$ cat config.mk
export PLATFORM = sky130hd
export DESIGN_NAME = deb_ext_bus_ctrl
export DESIGN_NICKNAME = d
export VERILOG_FILES = /design/src/rtl/deb_pkg.sv /design/src/rtl/deb_ext_bus_ctrl.sv
export SDC_FILE = /design/constraint.sdc
export NUM_CORES = 1
export LEC_CHECK = 0
export ABC_CLOCK_PERIOD_IN_PS = 2900
export BUFFER_PORTS_ARGS = -buffer_cell sky130_fd_sc_hd__buf_2
export CORE_MARGIN = 2
export CORE_UTILIZATION = 39
export DETAILED_ROUTE_END_ITERATION = 7
export PLACE_DENSITY = 0.65
export SLEW_MARGIN = 20
export SYNTH_ARGS = -nofsm -noshare
export SYNTH_HDL_FRONTEND = slang
export SYNTH_SLANG_ARGS = --single-unit
$ cat constraint.sdc
create_clock -name hclk -period 2.9 [get_ports hclk]
set_clock_uncertainty 0.2 [all_clocks]
set_input_delay 0.29 -clock hclk [delete_from_list [all_inputs] [get_ports hclk]]
set_output_delay 0.29 -clock hclk [all_outputs]
set_load 0.005 [all_outputs]
$ cat src/rtl/deb_pkg.sv
// Shared constants, register map and carrier types of the external bus controller
package deb_pkg;

    // Address bus and memory map
    localparam int               ADDR_W        = 20;
    localparam int               PAGE_W        = 4;
    localparam int               LOW_ADDR_W    = 16;
    localparam logic [ADDR_W-1:0] RESET_VECTOR = 20'h0ff80;
    localparam logic [PAGE_W-1:0] ROM_PAGE     = 4'hf;
    localparam logic [PAGE_W-1:0] EXT_PAGE_0   = 4'h0;
    localparam int               ROM_PAGE_LSB  = 12;

    // Register byte offsets, decoded on the low address bits
    localparam int              REG_AW     = 8;
    localparam logic [REG_AW-1:0] OFS_MODE   = 8'h00;
    localparam logic [REG_AW-1:0] OFS_STAT1  = 8'h04;
    localparam logic [REG_AW-1:0] OFS_FLAG   = 8'h08;
    localparam logic [REG_AW-1:0] OFS_WAIT   = 8'h0c;
    localparam logic [REG_AW-1:0] OFS_AADDR  = 8'h10;
    localparam logic [REG_AW-1:0] OFS_ACMD   = 8'h14;
    localparam logic [REG_AW-1:0] OFS_STATUS = 8'h18;
    localparam logic [REG_AW-1:0] OFS_BRCFG  = 8'h1c;

    // Field positions
    localparam int MODE_ROM_OFF_BIT = 0;
    localparam int FLAG_SET_BIT     = 0;
    localparam int FLAG_CLR_BIT     = 1;
    localparam int WAIT_MEM_LSB     = 0;
    localparam int WAIT_IO_LSB      = 4;
    localparam int CMD_SPACE_LSB    = 0;
    localparam int CMD_WR_BIT       = 2;
    localparam int CMD_FETCH_BIT    = 3;
    localparam int BRCFG_XC_BIT     = 0;
    localparam int STAT1_W          = 16;
    localparam int STS_BUSY_BIT     = 0;
    localparam int STS_HOLD_BIT     = 1;
    localparam int STS_BRANCH_BIT   = 2;
    localparam int STS_ROM_IN_BIT   = 3;
    localparam int STS_BOOT_BIT     = 4;
    localparam int STS_XF_BIT       = 5;
    localparam int STS_PEND_BIT     = 6;

    // Reset values
    localparam logic [STAT1_W-1:0] STAT1_RST = 16'h0000;
    localparam logic [ADDR_W-1:0]  AADDR_RST = 20'h00000;

    // AHB-Lite encodings
    localparam logic [2:0] HSIZE_WORD = 3'h2;
    localparam logic       HRESP_OKAY = 1'h0;

    typedef enum logic [1:0] {
        SP_DATA = 2'h0,
        SP_PROG = 2'h1,
        SP_IO   = 2'h2
    } deb_space_t;

    typedef struct packed {
        deb_space_t         space;
        logic               wr;
        logic               fetch;
        logic [ADDR_W-1:0]  addr;
    } deb_acc_t;

    // Control pins; used for both levels and output enables
    typedef struct packed {
        logic data_space_select_n;
        logic program_space_select_n;
        logic io_space_select_n;
        logic memory_strobe_n;
        logic io_device_strobe_n;
        logic rw;
        logic wait_state_done;
        logic instr_fetch_flag_n;
        logic external_flag_output;
        logic bus_grant_ack;
    } deb_pins_t;

    typedef enum logic [4:0] {
        S_IDLE  = 5'b00001,
        S_STRB  = 5'b00010,
        S_SWAIT = 5'b00100,
        S_RDY   = 5'b01000,
        S_HOLD  = 5'b10000
    } deb_state_t;

endpackage

$ cat src/rtl/deb_ext_bus_ctrl.sv
// External memory/I-O bus control of the DSP, with an AHB-Lite register port
`timescale 1ns/10ps
module deb_ext_bus_ctrl
    import deb_pkg::*;
#(
    parameter int WAIT_W = 3
) (
    // Clock and reset
    input  wire logic               hclk,
    input  wire logic               hresetn,
    // AHB-Lite slave
    input  wire logic               hsel,
    input  wire logic [31:0]        haddr,
    input  wire logic [1:0]         htrans,
    input  wire logic               hwrite,
    input  wire logic [2:0]         hsize,
    input  wire logic [31:0]        hwdata,
    input  wire logic               hready,
    output logic [31:0]             hrdata,
    output logic                    hreadyout,
    output logic                    hresp,
    // Device pins, inputs
    input  wire logic               cpu_reset_n,
    input  wire logic               rom_map_select,
    input  wire logic               branch_condition_input,
    input  wire logic               ready,
    input  wire logic               hold_req_n,
    input  wire logic               output_float_n,
    // Pipeline phase strobes from the core
    input  wire logic               pipe_decode_stb,
    input  wire logic               pipe_read_stb,
    // Device pins, outputs with enables
    output deb_pins_t               pin_o,
    output deb_pins_t               pin_oe,
    output logic [ADDR_W-1:0]       ext_addr,
    output logic                    ext_addr_oe,
    // Core-side status
    output logic                    branch_taken,
    output logic                    rom_in_program_space
);

    localparam logic [WAIT_W-1:0] MIN_READY_WAITS = WAIT_W'(2);
    localparam logic [WAIT_W-1:0] ONE_WAIT        = WAIT_W'(1);
    localparam logic [WAIT_W-1:0] NO_WAIT         = '0;
    function automatic logic rom_hit(input deb_acc_t a, input logic rom_off);
        rom_hit = (a.space == SP_PROG) && !rom_off
               && (a.addr[ADDR_W-1:LOW_ADDR_W] == EXT_PAGE_0)
               && (a.addr[LOW_ADDR_W-1:ROM_PAGE_LSB] == ROM_PAGE);
    endfunction
    function automatic logic [WAIT_W-1:0] waits_for(input deb_space_t sp,
                                                    input logic [WAIT_W-1:0] mem_w,
                                                    input logic [WAIT_W-1:0] io_w);
        waits_for = (sp == SP_IO) ? io_w : mem_w;
    endfunction
    // AHB-Lite front end
    logic                   wvalid_r;
    logic [REG_AW-1:0]      waddr_r;
    logic [31:0]            rdata_r;
    // Software-visible state
    logic                   rom_off_r;
    logic [STAT1_W-1:0]     stat1_r;
    logic                   xf_r;
    logic [WAIT_W-1:0]      wait_mem_r;
    logic [WAIT_W-1:0]      wait_io_r;
    logic [ADDR_W-1:0]      aaddr_r;
    deb_acc_t               cmd_r;
    logic                   pend_r;
    logic                   boot_pend_r;
    logic                   xc_sel_r;
    logic                   cond_dec_r;
    logic                   cond_rd_r;
    // Access sequencer
    deb_state_t             st_r;
    deb_state_t             st_nxt;
    deb_acc_t               acc_r;
    logic                   ext_r;
    logic [WAIT_W-1:0]      wtot_r;
    logic [WAIT_W-1:0]      widx_r;
    // Address phase: only whole-word transfers are taken
    wire                    take    = hsel && hready && htrans[1] && (hsize == HSIZE_WORD);
    wire [REG_AW-1:0]       aofs    = haddr[REG_AW-1:0];
    wire                    wr_mode = wvalid_r && (waddr_r == OFS_MODE);
    wire                    wr_st1  = wvalid_r && (waddr_r == OFS_STAT1);
    wire                    wr_flag = wvalid_r && (waddr_r == OFS_FLAG);
    wire                    wr_wait = wvalid_r && (waddr_r == OFS_WAIT);
    wire                    wr_aadr = wvalid_r && (waddr_r == OFS_AADDR);
    wire                    wr_acmd = wvalid_r && (waddr_r == OFS_ACMD) && !pend_r;
    wire                    wr_brcf = wvalid_r && (waddr_r == OFS_BRCFG);
    // Sequencer decode
    wire                    busy       = (st_r == S_STRB) || (st_r == S_SWAIT)
                                      || (st_r == S_RDY);
    wire                    active_ext = busy && ext_r;
    wire                    in_hold    = (st_r == S_HOLD);
    wire                    go         = cpu_reset_n && (boot_pend_r || pend_r);
    wire                    need_rdy   = (wtot_r >= MIN_READY_WAITS);
    wire                    last_wait  = (widx_r == wtot_r);
    wire                    msc_low    = (st_r == S_SWAIT) && need_rdy && !last_wait;
    wire deb_acc_t          boot_acc   = '{space: SP_PROG, wr: 1'b0, fetch: 1'b1,
                                           addr: RESET_VECTOR};
    wire deb_acc_t          next_acc   = boot_pend_r ? boot_acc : cmd_r;
    wire [WAIT_W-1:0]       next_waits = waits_for(next_acc.space, wait_mem_r, wait_io_r);
    wire                    start      = (st_r == S_IDLE) && (st_nxt == S_STRB);
    // Branch condition: low input means true
    wire                    cond_sel   = xc_sel_r ? cond_dec_r : cond_rd_r;
    // Register read mux
    wire [31:0] sts_word = {25'h0000000, pend_r, xf_r, boot_pend_r,
                            !rom_off_r, branch_taken, in_hold, busy};
    wire [31:0] rd_mux =
        (aofs == OFS_MODE)   ? {31'h00000000, rom_off_r} :
        (aofs == OFS_STAT1)  ? {16'h0000, stat1_r} :
        (aofs == OFS_FLAG)   ? {31'h00000000, xf_r} :
        (aofs == OFS_WAIT)   ? {24'h000000, 1'b0, wait_io_r, 1'b0, wait_mem_r} :
        (aofs == OFS_AADDR)  ? {12'h000, aaddr_r} :
        (aofs == OFS_ACMD)   ? {28'h0000000, cmd_r.fetch, cmd_r.wr, cmd_r.space} :
        (aofs == OFS_STATUS) ? sts_word :
        (aofs == OFS_BRCFG)  ? {31'h00000000, xc_sel_r} :
                               32'h00000000;
    assign hrdata    = rdata_r;
    assign hreadyout = 1'b1;
    assign hresp     = HRESP_OKAY;

    always_ff @(posedge hclk or negedge hresetn) begin
        if (!hresetn) begin
            wvalid_r <= 1'b0;
            waddr_r  <= '0;
            rdata_r  <= '0;
        end else begin
            wvalid_r <= take && hwrite;
            waddr_r  <= aofs;
            if (take && !hwrite) begin
                rdata_r <= rd_mux;
            end
        end
    end

    // Mode bit: strap while the CPU is in reset, software afterwards
    always_ff @(posedge hclk or negedge hresetn) begin
        if (!hresetn) begin
            rom_off_r <= 1'b0;
        end else if (!cpu_reset_n) begin
            rom_off_r <= rom_map_select;
        end else if (wr_mode) begin
            rom_off_r <= hwdata[MODE_ROM_OFF_BIT];
        end
    end

    // External flag: set high in reset, set/clear commands, status-one load clears
    always_ff @(posedge hclk or negedge hresetn) begin
        if (!hresetn) begin
            xf_r    <= 1'b1;
            stat1_r <= STAT1_RST;
        end else if (!cpu_reset_n) begin
            xf_r    <= 1'b1;
            stat1_r <= STAT1_RST;
        end else begin
            if (wr_st1) begin
                stat1_r <= hwdata[STAT1_W-1:0];
                xf_r    <= 1'b0;
            end else if (wr_flag && hwdata[FLAG_SET_BIT]) begin
                xf_r <= 1'b1;
            end else if (wr_flag && hwdata[FLAG_CLR_BIT]) begin
                xf_r <= 1'b0;
            end
        end
    end

    always_ff @(posedge hclk or negedge hresetn) begin
        if (!hresetn) begin
            wait_mem_r <= '0;
            wait_io_r  <= '0;
            aaddr_r    <= AADDR_RST;
            xc_sel_r   <= 1'b0;
        end else begin
            if (wr_wait) begin
                wait_mem_r <= hwdata[WAIT_MEM_LSB +: WAIT_W];
                wait_io_r  <= hwdata[WAIT_IO_LSB +: WAIT_W];
            end
            if (wr_aadr) begin
                aaddr_r <= hwdata[ADDR_W-1:0];
            end
            if (wr_brcf) begin
                xc_sel_r <= hwdata[BRCFG_XC_BIT];
            end
        end
    end

    // Access command; a write while one is pending is ignored
    always_ff @(posedge hclk or negedge hresetn) begin
        if (!hresetn) begin
            cmd_r  <= '0;
            pend_r <= 1'b0;
        end else if (!cpu_reset_n) begin
            pend_r <= 1'b0;
        end else if (wr_acmd) begin
            cmd_r.space <= deb_space_t'(hwdata[CMD_SPACE_LSB +: 2]);
            cmd_r.wr    <= hwdata[CMD_WR_BIT];
            cmd_r.fetch <= hwdata[CMD_FETCH_BIT];
            cmd_r.addr  <= aaddr_r;
            pend_r      <= 1'b1;
        end else if (start && !boot_pend_r) begin
            pend_r <= 1'b0;
        end
    end

    // Boot fetch armed by the CPU reset, issued once it is released
    always_ff @(posedge hclk or negedge hresetn) begin
        if (!hresetn) begin
            boot_pend_r <= 1'b1;
        end else if (!cpu_reset_n) begin
            boot_pend_r <= 1'b1;
        end else if (start) begin
            boot_pend_r <= 1'b0;
        end
    end

    // Branch input captured in each pipeline phase
    always_ff @(posedge hclk or negedge hresetn) begin
        if (!hresetn) begin
            cond_dec_r <= 1'b1;
            cond_rd_r  <= 1'b1;
        end else begin
            if (pipe_decode_stb) begin
                cond_dec_r <= branch_condition_input;
            end
            if (pipe_read_stb) begin
                cond_rd_r <= branch_condition_input;
            end
        end
    end

    // Sequencer; hold is only ever entered from idle, so hold never cuts a strobe (a CPU reset does)
    always_comb begin
        st_nxt = st_r;
        case (st_r)
            S_IDLE: begin
                if (!hold_req_n) begin
                    st_nxt = S_HOLD;
                end else if (go) begin
                    st_nxt = S_STRB;
                end
            end
            S_STRB: begin
                if (!ext_r || (wtot_r == NO_WAIT)) begin
                    st_nxt = S_IDLE;
                end else begin
                    st_nxt = S_SWAIT;
                end
            end
            S_SWAIT: begin
                if (last_wait) begin
                    st_nxt = need_rdy ? S_RDY : S_IDLE;
                end
            end
            S_RDY: begin
                if (ready) begin
                    st_nxt = S_IDLE;
                end
            end
            S_HOLD: begin
                if (hold_req_n) begin
                    st_nxt = S_IDLE;
                end
            end
            default: begin
                st_nxt = S_IDLE;
            end
        endcase
        if (!cpu_reset_n && busy) begin
            st_nxt = S_IDLE;
        end
    end

    always_ff @(posedge hclk or negedge hresetn) begin
        if (!hresetn) begin
            st_r   <= S_IDLE;
            acc_r  <= '0;
            ext_r  <= 1'b0;
            wtot_r <= '0;
            widx_r <= '0;
        end else begin
            st_r <= st_nxt;
            if (start) begin
                acc_r  <= next_acc;
                ext_r  <= !rom_hit(next_acc, rom_off_r);
                wtot_r <= next_waits;
            end
            widx_r <= (st_nxt != S_SWAIT) ? NO_WAIT :
                      (st_r == S_STRB)    ? ONE_WAIT : widx_r + ONE_WAIT;
        end
    end

    // Pin levels
    assign pin_o.data_space_select_n    = !(active_ext && (acc_r.space == SP_DATA));
    assign pin_o.program_space_select_n = !(active_ext && (acc_r.space == SP_PROG));
    assign pin_o.io_space_select_n      = !(active_ext && (acc_r.space == SP_IO));
    assign pin_o.memory_strobe_n        = !(active_ext && (acc_r.space != SP_IO));
    assign pin_o.io_device_strobe_n     = !(active_ext && (acc_r.space == SP_IO));
    assign pin_o.rw                     = !(active_ext && acc_r.wr);
    assign pin_o.wait_state_done        = !msc_low;
    assign pin_o.instr_fetch_flag_n     = !(busy && acc_r.fetch);
    assign pin_o.external_flag_output   = xf_r;
    assign pin_o.bus_grant_ack          = in_hold;
    // Bus-control pins float in hold; everything floats with the float input low
    wire bus_oe = output_float_n && !in_hold;
    assign pin_oe.data_space_select_n    = bus_oe;
    assign pin_oe.program_space_select_n = bus_oe;
    assign pin_oe.io_space_select_n      = bus_oe;
    assign pin_oe.memory_strobe_n        = bus_oe;
    assign pin_oe.io_device_strobe_n     = bus_oe;
    assign pin_oe.rw                     = bus_oe;
    assign pin_oe.wait_state_done        = output_float_n;
    assign pin_oe.instr_fetch_flag_n     = output_float_n;
    assign pin_oe.external_flag_output   = output_float_n;
    assign pin_oe.bus_grant_ack          = output_float_n;
    // Upper address lines only carry program-space pages
    assign ext_addr    = (acc_r.space == SP_PROG) ? acc_r.addr
                       : {EXT_PAGE_0, acc_r.addr[LOW_ADDR_W-1:0]};
    assign ext_addr_oe = bus_oe;
    assign branch_taken         = !cond_sel;
    assign rom_in_program_space = !rom_off_r;
endmodule

==> metrics.yaml, run 1 <==
outcome:
  status: "finished clean"
grt:
  grt_pass1_vias: 5030
  grt_max_degree: 59
  gr-usage-all-layers_pct: 18.7
  grt_pass1_wl_um: 26600
  grt.overflow.total: 0
  grt_antenna_before_repair: 0
finish:
  synthToLayoutAreaGrowth_pct: 21.7
  final_cell_mix: "dfrtp_1 (133), buf_2 (106), mux2_2 (55)"
  antenna_cells: 0
  drive_gt1_share_pct: 31.8
  final_common_cell: "dfrtp_1"
  final_nets: 787
drt:
  drt-initial-drc-count: 375
  wl_met1_um: 7360
  dr_wl_met3_um: 759
  wl_met2_um: 7610
  drc_errors: 0
  highest_layer: "met4"
  routedWlPerCell_um: 17.1
  viasPerCell: 5.12
  drt-total-wl_um: 16100
  dr.pass1.iters: 5
  ant_nets: 0
  num_vias: 4797
pwr:
  powerDensity_mw_per_mm2: 637
  peakVddDrop_uv: 426
  p_leak_nw: 3.68
die:
  core_mm2: 0.0165
  boundaryPins: 159
  rows: 47
  start_util_pct: 39.9
  dieArea_mm2: 0.0179
  dieWidth_um: 134
  fp.dieH_um: 134
yosys:
  synth.distinct_cells: 63
  avgSynthCellArea_um2: 11.1
  yosys_register_bits: 138
  async_reset_ff_share_pct: 100
  synth_ff_type: "dfrtp_1"
  yosysSeqAreaShare_pct: 52.5
  ys_warn_count: 0
  netlist_area_mm2: 0.00659
  synth_edf_count: 0
  syn_inst: 592
placement:
  gp_congestion: 0.876
  dp_hpwl_um: 11300
  numPortBuffers: 107
sta:
  rsz0062_at_grt: "false"
  hold_slack_ps: 23.8
  worst_slew_pin_slew_ps: 750
  hold_violations: 0
  maxSlewHeadroom_pct: 49.7
  setup_violations: 0
  fin_crit_sh_pct: 87.3
  setup_tns_ps: 0
  fmax_mhz: 395
  layout_min_cycle_time_ps: 2530
  drv_slew: 0
critical_path:
  end_kind: "register"
  arrival_ps: 2630
  reg2regPathDepth: 5
  r2r_setup_slack_ps: 370
  cp_data_required_time_ps: 2990
  crit_fanout: 20
  worst-setup-path-type: "register to register"
  cp-start-kind: "register"
clocking:
  htree_levels: 4
  tritoncts: "yes"
  clk-insertion-delay-late_ps: 410
  clkSinkCount: 138
  cts_buffers: 17
  cts_resized: 0
  clkTransAtPathRegs_ps: 60
  cts_setup_buffers: 0
  cts_root_buffer: "clkbuf_16"
  cts_buffer_depth: 2
  cts_hold_buffers: 32
min_path:
  whs_path_depth: 3
  hp-class: "input pin to register"
run:
  maxCapViolations: 0
## logic make-up (layout without fill, tap and decap cells)
logic type	Yosys count	count (layout)	share of synthesized area, %
other	2	14	0.114
DFF	138	138	52.5
xor gates and xnor gates	6	6	0.798
muxes	84	84	13.8
adders and majority gates	1	1	0.190
and+or+nand+nor	186	186	15.7
buffers and inverters	81	194	7.67
AOI/OAI and AO/OA	94	94	9.18
## flip-flops by register name, indices dropped and copies added (netlist names), 5 cells and up
signal   cells
hrdata      20
acc_r       24
cmd_r       24
waddr_r      8
st_r         5
stat1_r     16
aaddr_r     20
## worst max-delay path, cell delays in order, from the launching register on
cell and delay, ps:
dfrtp_1 370, or4_4 560, or3_4 380, nor3b_2 190, buf_4 320, mux2_2 390
## cells in the mapped netlist, types with 3 or more instances
master    number  area share (%)
a31oi_1        5            0.47
clkbuf_1      17            0.97
or4_1          5            0.57
a22oi_1       10             1.1
and3_1         3            0.28
a32o_1         5            0.76
mux2i_1       28             4.3
nor2_1        25             1.4
nor4_1         6            0.57
a21oi_1        4            0.30
dfrtp_1      133              51
buf_2          5            0.38
nand2_1       54             3.1
mux2_2        55             9.4
o311ai_0       3            0.40
nor2b_1       21             2.0
buf_4         48             5.5
and2_1         5            0.47
nand3_1        8            0.61
inv_1          8            0.46
or2_2          4            0.38
o21ai_0       45             3.4
nand2b_1      20             1.9
o211ai_1       5            0.57
xnor2_1        6            0.80
nor4b_1        4            0.53
dfstp_2        5             2.0
nor3_1         8            0.61
## cell type report
class                      count  area (um2)
fill                        1506        8510
sequential                   138        3460
multi-input combinational    385        2670
timing repair buffer         154         987
clock buffer                  18         429
tap                          220         275
clock inverter                14         160
inverter                       8        30.0
## final timing paths
path,to,from
setup / recovery,aaddr_r[6],waddr_r[1]
hold / removal,xf_r,hwdata[0]
setup reg to reg,aaddr_r[6],waddr_r[1]
hold reg to reg,acc_r[19],acc_r[19]
max in group asynchronous,xf_r,hresetn
min in group asynchronous,hrdata[0],hresetn
## per-stage QoR
stage	area [um2]	utilization (%)	total power [mW]	std cells	setup slack (ps)
floorplan	6630	-	2.78	604	614
global placement	7100	43.0	2.93	873	422
detailed placement	7100	43.0	2.96	873	386
CTS	8010	48.5	5.15	937	334
global route	8010	48.5	5.35	937	182
finish	8010	48.5	5.11	937	367
## where the power goes
part	switching [mW]	total (mW)	internal, mW
Combinational	0.403	0.726	0.323
Clock	0.864	2.15	1.29
Sequential	0.150	2.23	2.08
Total	1.42	5.11	3.69
## metal layers
| layer | GRT usage (%) | up-vias |
|---|---|---|
| met2 | 30.1 | 139 |
| li1 | - | 2260 |
| met4 | 6.74 | 0 |
| met3 | 4.54 | 23 |
| met1 | 24.7 | 2375 |
| met5 | 0 | - |
No activity file was read; power rests on OpenSTA's default activity.
==> run 2, diff against run 1 <==
--- a/config.mk
+++ b/config.mk
@@ -10,7 +10,7 @@
 export CORE_MARGIN = 2
 export CORE_UTILIZATION = 39
 export DETAILED_ROUTE_END_ITERATION = 7
-export PLACE_DENSITY = 0.65
+export PLACE_DENSITY = 0.62
 export SLEW_MARGIN = 20
 export SYNTH_ARGS = -nofsm -noshare
 export SYNTH_HDL_FRONTEND = slang
==> metrics.yaml, run 2 (synthesized netlist as in run 1, its figures left out) <==
outcome:
  status: "finished clean"
pwr:
  powerDensity_mw_per_mm2: 645  # +1.2%
  p_total_mw: 5.22  # +2.2%
  peakVddDrop_uv: 521  # +22%
  p_leak_nw: 3.72  # +1.1%
sta:
  setup_violations: 0  # unchanged
  layout_min_cycle_time_ps: 2630  # +95.5 ps
  worst_slew_pin_slew_ps: 701  # -48.7 ps
  fmax_mhz: 380  # -3.6%
  setup_tns_ps: 0  # unchanged
  hold_violations: 0  # unchanged
  maxSlewHeadroom_pct: 53.0  # +3.3 points
  hold_slack_ps: 13.3  # -10.5 ps
  rsz0062_at_grt: "false"
  drv_slew: 0  # unchanged
  fin_crit_sh_pct: 90.6  # +3.3 points
drt:
  dr.pass1.iters: 4  # -1
  drc_errors: 0  # unchanged
  drt-total-wl_um: 15700  # -2.0%
  drt-initial-drc-count: 341  # -9.1%
  ant_nets: 0  # unchanged
  routedWlPerCell_um: 16.7  # -2.3%
  num_vias: 4848  # +1.1%
  viasPerCell: 5.16  # +0.74%
grt:
  grt_pass1_vias: 4977  # -1.1%
  top_usage_layer: "met2"
  grtUsageMet2_pct: 29.4  # -0.68 points
  use_met1_pct: 25.1  # +0.41 points
  gr-usage-met3_pct: 3.33  # -1.2 points
  grt_antenna_before_repair: 0  # unchanged
  grt_max_degree: 57  # -3.4%
  gr-usage-all-layers_pct: 18.3  # -0.35 points
  grt.overflow.total: 0  # unchanged
  grt_pass1_wl_um: 26100  # -2.0%
critical_path:
  r2r_setup_slack_ps: 440  # +70 ps
  crit_fanout: 7  # -65%
  reg2regPathDepth: 5  # unchanged
  cp-start-kind: "register"
  end_kind: "output pin"
  rr_startpoint: "waddr_r[1]"
  arrival_ps: 2140  # -490 ps
  reg2reg_to: "aaddr_r[18]"
  worst-setup-path-type: "register to output pin"
  cp_data_required_time_ps: 2410  # -580 ps
die:
  core_mm2: 0.0165  # unchanged
  rows: 47  # unchanged
  boundaryPins: 159  # unchanged
  dieArea_mm2: 0.0179  # unchanged
  start_util_pct: 39.9  # unchanged
  fp.dieH_um: 134  # unchanged
  dieWidth_um: 134  # unchanged
placement:
  dp_hpwl_um: 11100  # -2.3%
  numPortBuffers: 107  # unchanged
  gp_congestion: 0.848  # -3.3%
clocking:
  tritoncts: "yes"
  clkTransAtPathRegs_ps: 60  # about the same
  clkSinkCount: 138  # unchanged
  cts_setup_buffers: 0  # unchanged
  cts_buffer_depth: 2  # unchanged
  cts_resized: 0  # unchanged
  cts_root_buffer: "clkbuf_16"
  htree_levels: 4  # unchanged
  clk-insertion-delay-late_ps: 410  # about the same
  cts_buffers: 17  # unchanged
  cts_hold_buffers: 35  # +9.4%
finish:
  antenna_cells: 0  # unchanged
  final_nets: 791  # +0.51%
  largestRegisters: "acc_r: 24 flops, cmd_r: 24 flops"
  drive_gt1_share_pct: 31.8  # about the same
  final_common_cell: "dfrtp_1"
  final_cell_mix: "dfrtp_1 (133), buf_2 (106), mux2_2 (55)"
  synthToLayoutAreaGrowth_pct: 22.9
min_path:
  whs_path_depth: 2  # -1
  holdPathEnd: "wait_mem_r[2]"
  hp-start: "hwdata[2]"
  hp-class: "input pin to register"
run:
  maxCapViolations: 0  # unchanged
[run 2: changes by cell type in the layout (fill, tap and decap cells not counted)]
cell / before / now
dlygate4sd3_1: 32 / 35
buf_12: 1 / 2
clkinv_2: 1 / 3
clkinvlp_4: 3 / 2
inv_8: 1 / 0
clkbuf_1: 1 / 0
inv_6: 5 / 3
bufinv_16: 2 / 4
[run 2: worst max-delay path, cell delays in order, from the launching register on]
cell	delay [ps]
dfrtp_1	460
or2_2	330
mux2i_1	350
and3_1	330
nand3b_1	120
buf_2	140
[run 2: cell type report]
| class | count | area, um2 |
|---|---|---|
| multi-input combinational | 385 | 2670 |
| timing repair buffer | 158 | 1040 |
| fill | 1481 | 8430 |
| inverter | 8 | 30.0 |
| sequential | 138 | 3460 |
| clock inverter | 14 | 194 |
| tap | 220 | 275 |
| clock buffer | 17 | 425 |
[run 2: metal layers]
layer	routed length, um	share of wire [%]	up-vias
li1	-	-	2279
met1	7400	47	2383
met2	7420	47	163
met3	716	4.5	23
met4	204	1.3	0
met5	0	0	-
[run 2: worst max path at each step]
stage / start / end / slack [ps] / cells past startpoint
6_report: st_r[3] / pin_o[7] / 270 / 5
5_1_grt: st_r[3] / pin_o[5] / 170 / 5
4_1_cts: st_r[2] / pin_o[7] / 260 / 5
3_5_place_dp: waddr_r[1] / aaddr_r[17] / 450 / 5
3_3_place_gp: waddr_r[1] / aaddr_r[17] / 470 / 5
2_1_floorplan: waddr_r[1] / aaddr_r[0] / 610 / 5
[run 2: power breakdown]
group / switching [mW] / internal (mW) / total (mW)
clock: 0.829 / 1.44 / 2.27
combinational: 0.401 / 0.326 / 0.727
sequential: 0.144 / 2.08 / 2.23
total: 1.37 / 3.85 / 5.22
[run 2: per-stage QoR]
step / instance area, um2 / worst slack, ps / utilization, % / std cells
3_5_place_dp: 7120 / 454 / 43.1 / 874
2_1_floorplan: 6630 / 614 / - / 604
6_report: 8090 / 272 / 49.0 / 940
4_1_cts: 8090 / 262 / 49.0 / 940
3_3_place_gp: 7120 / 472 / 43.1 / 874
5_1_grt: 8090 / 165 / 49.0 / 940
